## src/verilog/eeprom_dac_pkg.sv

```systemverilog
// ----------------------------------------
// shared constants for the serial memory with two dac channels
// ----------------------------------------
package eeprom_dac_pkg;
   localparam int WORD_BITS = 16;
   localparam int ADDR_BITS = 7;
   localparam int DEPTH = 128;
   localparam int CODE_BITS = 8;

   // opcodes, first byte of every frame, msb first
   localparam logic [7:0] OP_READ = 8'ha8;
   localparam logic [7:0] OP_WRITE = 8'ha4;
   localparam logic [7:0] OP_RECALL = 8'ha2;
   localparam logic [7:0] OP_UNLOCK = 8'ha3;
   localparam logic [7:0] OP_LOCK = 8'ha0;
   localparam logic [7:0] OP_SLEEP_ENTER = 8'hac;
   localparam logic [7:0] OP_SLEEP_EXIT = 8'ha6;
   localparam logic [7:0] OP_FACTORY_TEST = 8'haf;

   // bit counts inside a frame
   localparam logic [5:0] HEADER_LAST_BIT = 6'h0f;
   localparam logic [5:0] FRAME_LAST_BIT = 6'h1f;
   localparam logic [5:0] FRAME_BITS = 6'h20;
   localparam logic [3:0] READ_FIRST_BIT = 4'hf;
   localparam logic [6:0] WORD0_ADDR = 7'h00;

   // values after reset
   localparam logic [7:0] DAC_CODE_RESET = 8'h00;
   localparam logic [2:0] SYNC_SEL_RESET = 3'h7;
   localparam logic [2:0] SYNC_SK_RESET = 3'h7;

   // timing at 100 mhz
   localparam int CLOCK_MHZ = 100;
   localparam int PROGRAM_TIME_MS = 10;
   localparam int PROGRAM_CYCLES = PROGRAM_TIME_MS * 1000 * CLOCK_MHZ;
   localparam int RESTORE_TIME_US = 2000;
   localparam int RESTORE_MAX_CYCLES = RESTORE_TIME_US * CLOCK_MHZ;
   localparam logic [3:0] RESTORE_SETTLE_CYCLES = 4'h3;
   localparam int TIMER_BITS = 24;
endpackage : eeprom_dac_pkg

```

## src/verilog/eeprom_dac_if.sv

```systemverilog
`timescale 1ns/1ps
// ----------------------------------------
// synchronised pin events
// ----------------------------------------
interface pin_event_if;
   logic sel_n;
   logic din;
   logic sk_rise;
   logic sk_fall;
   logic sel_fall;
   modport sync (output sel_n, output din, output sk_rise, output sk_fall, output sel_fall);
   modport core (input sel_n, input din, input sk_rise, input sk_fall, input sel_fall);
endinterface : pin_event_if

// ----------------------------------------
// word store port
// ----------------------------------------
interface word_port_if;
   logic [6:0] addr;
   logic we;
   logic [15:0] wdata;
   logic [15:0] rdata;
   modport ctrl (output addr, output we, output wdata, input rdata);
   modport store (input addr, input we, input wdata, output rdata);
endinterface : word_port_if

```

## src/verilog/eeprom_dac_core.sv

```systemverilog
`timescale 1ns/1ps
// Notes on behaviour
// - first select fall restores word 0 to dacs
// - clock and data ignored, output silent during restore
// - restore runs once per reset only
// - frame is opcode, address, two data bytes
// - read, write, recall opcodes with address
// - unlock and lock opcodes, unlock before writing
// - sleep enter and exit opcodes switch mode
// - thirty-second rising edge starts self-timed write
// - output low while busy, high when done
// - ready level held until select high or start
// - read data from seventeenth falling edge, msb first
// - continued clocking reads next word, wrapping
// - starts locked, locked writes leave memory unchanged
// - reads ignore lock state
// - wake restores codes held before sleep
// - recall loads high byte ch0, low ch1
// - recall ignored while sleeping
// - sample on rising, read data changes on falling
// - start asleep, restore sets normal mode
// - word 0 write in normal mode updates dacs
// - output undriven except read data or ready/busy
module eeprom_dac_core
   import eeprom_dac_pkg::*;
#(
   parameter int unsigned PROGRAM_CYCLES_P = PROGRAM_CYCLES
) (
   input wire logic clock_in,
   input wire logic rst_in,
   input wire logic select_n_in,
   input wire logic serial_clock_in,
   input wire logic serial_in_in,
   output logic serial_out_out,
   output logic serial_out_oe_n_out,
   output logic [7:0] analog_out_0_out,
   output logic [7:0] analog_out_1_out,
   output logic analog_enable_out
);
   // ----------------------------------------
   // types and state
   // ----------------------------------------
   // one state per phase of the port; the first three only run once
   // after each reset, which is what keeps the restore to a single pass
   typedef enum logic [2:0] {
      ST_POWERUP,
      ST_RESTORE,
      ST_FIRST_LOW,
      ST_IDLE,
      ST_FRAME,
      ST_BUSY,
      ST_READY
   } core_state_t;

   // all state in one record; the next-state copy starts as a copy of
   // this, so any field a branch leaves alone simply holds its value
   // and no latch can form in the combinational block
   typedef struct packed {
      core_state_t st;
      logic [5:0] bits;
      logic [31:0] shift;
      logic [6:0] addr;
      logic rd_mode;
      logic [3:0] rd_idx;
      logic unlocked;
      logic normal;
      logic [7:0] code0;
      logic [7:0] code1;
      logic [TIMER_BITS-1:0] timer;
      logic [3:0] settle;
      logic dout;
      logic dout_oe_n;
      logic we;
      logic [15:0] wdata;
   } core_t;

   // power application: asleep, locked, output line released and the
   // store address parked on word 0 ready for the restore
   localparam core_t CORE_RESET = '{
      st: ST_POWERUP,
      bits: 6'h00,
      shift: 32'h0000_0000,
      addr: WORD0_ADDR,
      rd_mode: 1'b0,
      rd_idx: READ_FIRST_BIT,
      unlocked: 1'b0,
      normal: 1'b0,
      code0: DAC_CODE_RESET,
      code1: DAC_CODE_RESET,
      timer: '0,
      settle: 4'h0,
      dout: 1'b0,
      dout_oe_n: 1'b1,
      we: 1'b0,
      wdata: 16'h0000
   };

   // the program timer counts system clocks; the default is the full
   // program time, and simulation shortens it through the parameter.
   // the cast is safe while the cycle count fits in the timer width
   localparam logic [TIMER_BITS-1:0] PROGRAM_LAST = TIMER_BITS'(PROGRAM_CYCLES_P - 1);

   // nxt_shift and op_now are views of the shifter with the incoming bit
   // already in, so a command can act on the same edge its last bit lands
   core_t q;
   core_t n;
   logic [31:0] nxt_shift;
   logic [7:0] op_now;

   // the pin events and the store port travel in interfaces so the
   // helpers stay small and their signals cannot be crossed by hand
   pin_event_if ev ();
   word_port_if mem ();

   // ----------------------------------------
   // submodules
   // ----------------------------------------
   // every pin passes two flops here before any decision reads it; the
   // cost is about three clocks of lag, harmless while each serial clock
   // half period lasts at least four system clocks
   pin_sync u_pin_sync (
      .clock_in(clock_in),
      .rst_in(rst_in),
      .select_n_in(select_n_in),
      .serial_clock_in(serial_clock_in),
      .serial_in_in(serial_in_in),
      .ev(ev)
   );

   // the store reads through a register, so new data shows two clocks
   // after the address moves; every user below waits at least that long
   word_store u_word_store (
      .clock_in(clock_in),
      .port(mem)
   );

   // store port runs straight from registers
   assign mem.addr = q.addr;
   assign mem.we = q.we;
   assign mem.wdata = q.wdata;

   // ----------------------------------------
   // next state
   // ----------------------------------------
   // single combinational block for the whole port; every path starts
   // from the held state, clears the write strobe and then overrides
   // only what that state needs
   always_comb begin
      n = q;
      n.we = 1'b0;
      nxt_shift = {q.shift[30:0], ev.din};
      op_now = nxt_shift[31:24];
      case (q.st)
         // wait for the first select fall after reset
         ST_POWERUP: begin
            if (ev.sel_fall) begin
               n.st = ST_RESTORE;
               n.addr = WORD0_ADDR;
               n.settle = 4'h0;
            end
         end

         // word 0 is read out; serial pins are not looked at here
         // settle covers the two-clock store latency with margin, far
         // inside the restore time limit
         ST_RESTORE: begin
            n.settle = q.settle + 4'h1;
            if (q.settle == RESTORE_SETTLE_CYCLES) begin
               n.code0 = mem.rdata[15:8];
               n.code1 = mem.rdata[7:0];
               n.normal = 1'b1;
               n.st = ST_FIRST_LOW;
            end
         end

         // rest of the first low period accepts no instruction
         ST_FIRST_LOW: begin
            if (ev.sel_n) begin
               n.st = ST_IDLE;
            end
         end

         // select fall opens a fresh frame
         ST_IDLE: begin
            n.dout_oe_n = 1'b1;
            if (ev.sel_fall) begin
               n.st = ST_FRAME;
               n.bits = 6'h00;
               n.shift = 32'h0000_0000;
               n.rd_mode = 1'b0;
            end
         end

         // shift in header and data, or shift out read data after the
         // header; select rising at any point drops back to idle
         ST_FRAME: begin
            if (ev.sel_n) begin
               // partial frame dropped with no effect
               n.st = ST_IDLE;
               n.rd_mode = 1'b0;
               n.dout_oe_n = 1'b1;
            end else if (q.rd_mode) begin
               // read data changes only on falling clock edges
               // the store address moves after bit 0 so the next word is ready
               if (ev.sk_fall) begin
                  n.dout = mem.rdata[q.rd_idx];
                  n.dout_oe_n = 1'b0;
                  n.rd_idx = q.rd_idx - 4'h1;
                  if (q.rd_idx == 4'h0) begin
                     n.addr = q.addr + 7'h01;
                  end
               end
            end else if (ev.sk_rise && q.bits != FRAME_BITS) begin
               n.shift = nxt_shift;
               n.bits = q.bits + 6'h01;
               if (q.bits == HEADER_LAST_BIT) begin
                  // address byte: upper seven bits, trailing zero dropped
                  // a read opcode switches the frame to output from here on
                  n.addr = nxt_shift[7:1];
                  if (nxt_shift[15:8] == OP_READ) begin
                     n.rd_mode = 1'b1;
                     n.rd_idx = READ_FIRST_BIT;
                  end
               end
               if (q.bits == FRAME_LAST_BIT) begin
                  case (op_now)
                     OP_WRITE: begin
                        // dacs follow word 0 even when locked
                        if (q.normal && q.addr == WORD0_ADDR) begin
                           n.code0 = nxt_shift[15:8];
                           n.code1 = nxt_shift[7:0];
                        end
                        if (q.unlocked) begin
                           n.we = 1'b1;
                           n.wdata = nxt_shift[15:0];
                           n.st = ST_BUSY;
                           n.timer = '0;
                           n.dout = 1'b0;
                           n.dout_oe_n = 1'b0;
                        end
                     end

                     // lock state only changes on a complete frame
                     OP_UNLOCK: begin
                        n.unlocked = 1'b1;
                     end

                     OP_LOCK: begin
                        n.unlocked = 1'b0;
                     end

                     // codes are kept so a later wake can show them again
                     OP_SLEEP_ENTER: begin
                        n.normal = 1'b0;
                     end

                     OP_SLEEP_EXIT: begin
                        // codes were never touched while asleep
                        n.normal = 1'b1;
                     end

                     OP_RECALL: begin
                        // rdata holds the word addressed at bit 16
                        if (q.normal) begin
                           n.code0 = mem.rdata[15:8];
                           n.code1 = mem.rdata[7:0];
                        end
                     end

                     default: begin
                        // factory test and unknown opcodes do nothing
                        n.bits = FRAME_BITS;
                     end
                  endcase
               end
            end
         end

         // self-timed write: low only while select is low
         // the store was already written on entry; the timer only models
         // how long the cells stay busy
         ST_BUSY: begin
            n.timer = q.timer + TIMER_BITS'(1);
            n.dout = 1'b0;
            n.dout_oe_n = ev.sel_n;
            if (q.timer == PROGRAM_LAST) begin
               n.dout = 1'b1;
               if (ev.sel_n) begin
                  n.st = ST_IDLE;
               end else begin
                  n.st = ST_READY;
               end
            end
         end

         // ready level held until select rises or a start bit comes
         // any opcode starts with a 1, so that bit is the first frame bit
         ST_READY: begin
            n.dout = 1'b1;
            if (ev.sel_n) begin
               n.dout_oe_n = 1'b1;
               n.st = ST_IDLE;
            end else if (ev.sk_rise && ev.din) begin
               n.dout_oe_n = 1'b1;
               n.st = ST_FRAME;
               n.shift = {31'h0000_0000, 1'b1};
               n.bits = 6'h01;
               n.rd_mode = 1'b0;
            end
         end

         // unused encodings recover to idle
         default: begin
            n.st = ST_IDLE;
         end
      endcase
   end

   // ----------------------------------------
   // state register
   // ----------------------------------------
   // synchronous reset stands for power application; the store is
   // outside this record and keeps its contents across it
   always_ff @(posedge clock_in) begin
      if (rst_in) begin
         q <= CORE_RESET;
      end else begin
         q <= n;
      end
   end

   // ----------------------------------------
   // outputs, all from flip-flops
   // ----------------------------------------
   // nothing is decoded on the way out, so the pins never glitch
   // when several fields change on one clock
   assign serial_out_out = q.dout;
   assign serial_out_oe_n_out = q.dout_oe_n;
   assign analog_out_0_out = q.code0;
   assign analog_out_1_out = q.code1;
   assign analog_enable_out = q.normal;
endmodule : eeprom_dac_core

```

## src/verilog/pin_sync.sv

```systemverilog
`timescale 1ns/1ps
// ----------------------------------------
// pin synchronisers and edge finders
// ----------------------------------------
module pin_sync
   import eeprom_dac_pkg::*;
(
   input wire logic clock_in,
   input wire logic rst_in,
   input wire logic select_n_in,
   input wire logic serial_clock_in,
   input wire logic serial_in_in,
   pin_event_if.sync ev
);
   typedef struct packed {
      logic [2:0] sk;
      logic [2:0] sel;
      logic [1:0] din;
   } sync_t;

   sync_t q;
   sync_t n;

   // bit 0 is the metastable stage; edges look only at stages 1 and 2
   always_comb begin
      n.sk = {q.sk[1:0], serial_clock_in};
      n.sel = {q.sel[1:0], select_n_in};
      n.din = {q.din[0], serial_in_in};
   end

   // select resets high so a pin held low at power-up shows as a fall
   // clock resets high like the idle host clock, so no false edge follows reset
   always_ff @(posedge clock_in) begin
      if (rst_in) begin
         q <= '{sk: SYNC_SK_RESET, sel: SYNC_SEL_RESET, din: 2'h0};
      end else begin
         q <= n;
      end
   end

   // din stage 1 has the same age as sk stage 1
   assign ev.sel_n = q.sel[1];
   assign ev.din = q.din[1];
   assign ev.sk_rise = q.sk[1] & ~q.sk[2];
   assign ev.sk_fall = ~q.sk[1] & q.sk[2];
   assign ev.sel_fall = ~q.sel[1] & q.sel[2];
endmodule : pin_sync

```

## src/verilog/word_store.sv

```systemverilog
`timescale 1ns/1ps
// ----------------------------------------
// 128 x 16 nonvolatile word array
// ----------------------------------------
module word_store
   import eeprom_dac_pkg::*;
(
   input wire logic clock_in,
   word_port_if.store port
);
   typedef struct packed {
      logic [15:0] rdata;
   } store_t;

   logic [WORD_BITS-1:0] mem [DEPTH];
   store_t q;
   store_t n;

   always_comb begin
      n.rdata = mem[port.addr];
   end

   // no reset: contents survive power cycles, like the real cells
   always_ff @(posedge clock_in) begin
      q <= n;
      if (port.we) begin
         mem[port.addr] <= port.wdata;
      end
   end

   assign port.rdata = q.rdata;
endmodule : word_store

```

## config.mk

```make
export PLATFORM = sky130hd
export DESIGN_NAME = eeprom_dac_core
export DESIGN_NICKNAME = d
export VERILOG_FILES = /design/src/verilog/eeprom_dac_pkg.sv /design/src/verilog/eeprom_dac_if.sv /design/src/verilog/eeprom_dac_core.sv /design/src/verilog/pin_sync.sv /design/src/verilog/word_store.sv
export SDC_FILE = /design/constraint.sdc
export NUM_CORES = 2
export LEC_CHECK = 0
export BUFFER_PORTS_ARGS = -buffer_cell sky130_fd_sc_hd__buf_2
export CORE_MARGIN = 3
export CORE_UTILIZATION = 45
export DETAILED_ROUTE_END_ITERATION = 16
export RECOVER_POWER = 50
export SKIP_CTS_REPAIR_TIMING = 1
export SLEW_MARGIN = 20
export SYNTH_ARGS = -nofsm -noshare
export SYNTH_HDL_FRONTEND = slang
export SYNTH_SLANG_ARGS = --single-unit
```

## constraint.sdc

```tcl
create_clock -name clock_in -period 6.1 [get_ports clock_in]
set_clock_uncertainty 0.15 [all_clocks]
set_input_delay 0.305 -clock clock_in [delete_from_list [all_inputs] [get_ports clock_in]]
set_output_delay 0.305 -clock clock_in [all_outputs]
set_load 0.01 [all_outputs]
```

==> impl_results.md <==
- Status: finished with violations
- Failing checks: capacitance limit, slew limit
- Leakage power: 30.3 nW
- CTS tree: yes
- Hold WC Path Type: in -> reg
- CP Buf/Inv Count: 1
- DIE WIDTH: 442 um
- Crit path required time: 6.39 ns
- Power Dens Cells: 313 nW/um2
- Slowest stage delay, CP: 2.68 ns
- Critical path fanouts, max: 73
- Sequential share of power: between 50 and 60%
- H-tree depth: 4
- Gpl congestion: 1.03
- Clock-pin slew on the worst setup and hold paths: 0.06 ns
- Clk_lat worst skew: 0.85 ns
- Reg2reg path depth: 1
- Via count: 51,700
- First-pass DRT Iterations: 6
- Post-Syn Area: 85,600 um2
- TritonCTS buffer count: 216
- Drt via density: 6.59
- Initial core utilization: 45.4%
- Asr flop ratio synth: 0%
- Die area: 196,000 um2
- Routed WL per cell: 37.0 um
- IO Pins: 24
- Kind of start point of the critical path: register
- P_sw: 6.50 mW
- Maximum VDD drop: 0.000255 V
- Design area: ~97,000 um2
- Pint: 23.8 mW
- Syn Nets: 4,998
- Power Total: roughly 30 mW
- Post-layout nets: 5,171
- DP HPWL: 178,000 um
- Clock Path Buffers: 3
- Post-route setup slack: 1.28 ns
- Critical path depth: 1
- DIE HEIGHT: 442 um
- Top_reg_cell synth: edfxtp_1
- Total track usage: between 20 and 30%
- Yosys warns: 0
- Initial antenna violation count: 16
- Switch share: between 20% and 30%
- Seq cells post-synth: 2,189
- First-pass GRT wire length: 401,000 um
- Fin crit period: approximately 4.8 ns
- Setup CP Type: reg -> reg
- Post-DP Area: between 80,000 and 90,000 um2
- Comb power frac: under 10%
- Worst-path cell chain: clkbuf_2
- Hold Vio Cnt, Final: 0
- Final slew viol count: 2,177
- Period utilization: 79.1%
- Worst slew margin: -132%
- Drt total wl: 290,000 um
- Pre-CTS setup slack: 1.65 ns
- Max Clk Rate: a little over 0.2 GHz
- Clock sink total: 2,189
- Root Driver: clkbuf_16
- Core Area: roughly 190,000 um2
- Post-Syn Instances: 4,986
- Antenna-violating nets left: 0
- Critical path arrival: 5.11 ns
- Clock share of power: 42.9%
- Max-Cap Viols: 33
- GRT Residual Overflow: 0
- Unrepaired setup endpoints after global routing: no
- DRT iter0 DRCs: 8,230
- Setup-failing EPs final: 0
- IO Port Bufs: 23
- Largest net degree at the start of global routing: between 80 and 90
- Hold path depth: 3
- Post-synth EDFFs: just over 2,000
- Vias in the first global route: 48,800
- Syn_area_per_cell: 17.2 um2
- Slowest-stage cell, CP: dfxtp_1
- Sequential-to-total area share from yosys stat: between 70% and 80%
- Worst slew pin tran: 3.48 ns
- Sum Neg Setup Slack: 0 ns
- Share of cells above drive strength 1: 18.5%
- Unique masters post-synth: 80
- Top Family by Delay on Critical Path: flip-flops
- CP Capture Type: register
- P&R area growth vs syn: 12.9%
- DRC Markers: 0
- Row count: about 160
-- tightest hold or removal path, delay by kind of cell --
kind                   cells  cell delay, ns
buffers and inverters      2            0.61
and+or+nand+nor            1            0.09
-- cell usage in the layout, fill, tap and decap left out, types with 23 or more instances in the layout --
cell type,netlist,layout
mux2i_1,274,274
nor2_1,264,231
clkinv_1,0,59
buf_4,29,257
clkbuf_16,0,218
a21oi_1,172,172
a221o_1,44,44
o22ai_1,108,108
clkbuf_1,163,70
nand4_1,31,31
mux2_2,143,143
a22oi_1,134,134
o2bb2ai_1,38,38
nand2_1,229,229
a211oi_1,39,39
edfxtp_1,2048,2048
mux4_2,168,168
nor2_2,0,26
a22o_1,53,53
o21ai_0,78,78
nand2b_1,25,23
a221oi_1,182,182
dfxtp_1,141,136
nand3_1,73,72
clkinv_2,0,42
-- cell usage after synthesis (39+ instances only) --
cell      count  area [um2]
mux2i_1     274        2740
mux4_2      168        3780
dfxtp_1     141        2820
edfxtp_1   2048       61500
nand2_1     229         860
o21ai_0      78         390
a22o_1       53         464
a211oi_1     39         293
buf_2       117         586
nor2_1      264         991
mux2_2      143        1610
a221oi_1    182        1590
a221o_1      44         440
a22oi_1     134        1010
clkbuf_1    163         612
o22ai_1     108         676
nand3_1      73         365
a21oi_1     172         861
buf_1        52         195
-- metal layers --
metal	part of all wire, %	vias to the layer above	GRT usage (%)	wire length [um]
met1	38	26800	40.3	111000
met5	0.018	-	0.0733	53
li1	-	20700	-	-
met4	5.8	8	14.8	16700
met3	12	684	7.59	34900
met2	44	3573	42.8	128000
-- metrics by stage --
stage | hold WS (ns) | util (%) | std cells
2_1_floorplan | 0.239 | - | 4986
4_1_cts | -0.559 | 51.3 | 7835
6_report | 0.0383 | 51.3 | 7854
3_3_place_gp | 0.250 | 47.7 | 7428
5_1_grt | 0.0320 | 51.3 | 7843
3_5_place_dp | 0.247 | 47.7 | 7429
-- cell type report --
type                    instances  area [um2]
fillers                     15300       91700
flip-flops and latches       2189       64300
multi-input cells            2418       19900
clock buffers                 265        5640
well taps                    2495        3120
repair buffers                318        2390
clock inverters               141        1200
inverters                      16        67.6
diodes                         12        30.0
-- state kept, by name, indices dropped and copies added, names as in the netlist, 2 cells and up --
name / cells
nxt_shift: 31
u_pin_sync.n: 4
u_word_store.port.rdata: 16
mem.wdata: 16
u_pin_sync.q: 2
mem.addr: 7
u_word_store.mem: 2048
analog_out_0_out: 8
analog_out_1_out: 8
q: 43
-- cells by family (layout without fill, tap and decap cells) --
group                    count (synthesis)  count (layout)  share of synthesized area (%)
AO/OA/AOI/OAI                         1019            1019                           8.76
other                                    0              12                              0
AND/OR/NAND/NOR                        781             781                           4.26
buffers and inverters                  379             740                           1.97
flip-flops                            2189            2189                           75.1
adder cells (fa/ha/maj)                  7               7                          0.102
multiplexers                           585             585                           9.50
XOR/XNOR                                26              26                          0.266
-- power by group through the flow --
stage                     Combinational [mW]  Clock (mW)  Sequential [mW]
after floorplan                        0.557           0             16.5
after global routing                    1.04        13.7             16.2
after detailed placement               0.983           0             16.5
final                                   1.02        13.0             16.2
after CTS                              0.987        13.1             16.2
after global placement                 0.985           0             16.5
-- worst paths after layout --
check | from | end | slack [ns]
worst max-delay path | mem.wdata[6] | u_word_store.mem[83][6] | 1.28
worst min-delay path | serial_clock_in | u_pin_sync.n[6] | 0.04
worst max register to register | mem.wdata[6] | u_word_store.mem[83][6] | 1.28
worst min register to register | u_pin_sync.n[3] | u_pin_sync.ev.sel_n | 0.28
Note: power is estimated with default switching activity, not from simulation.
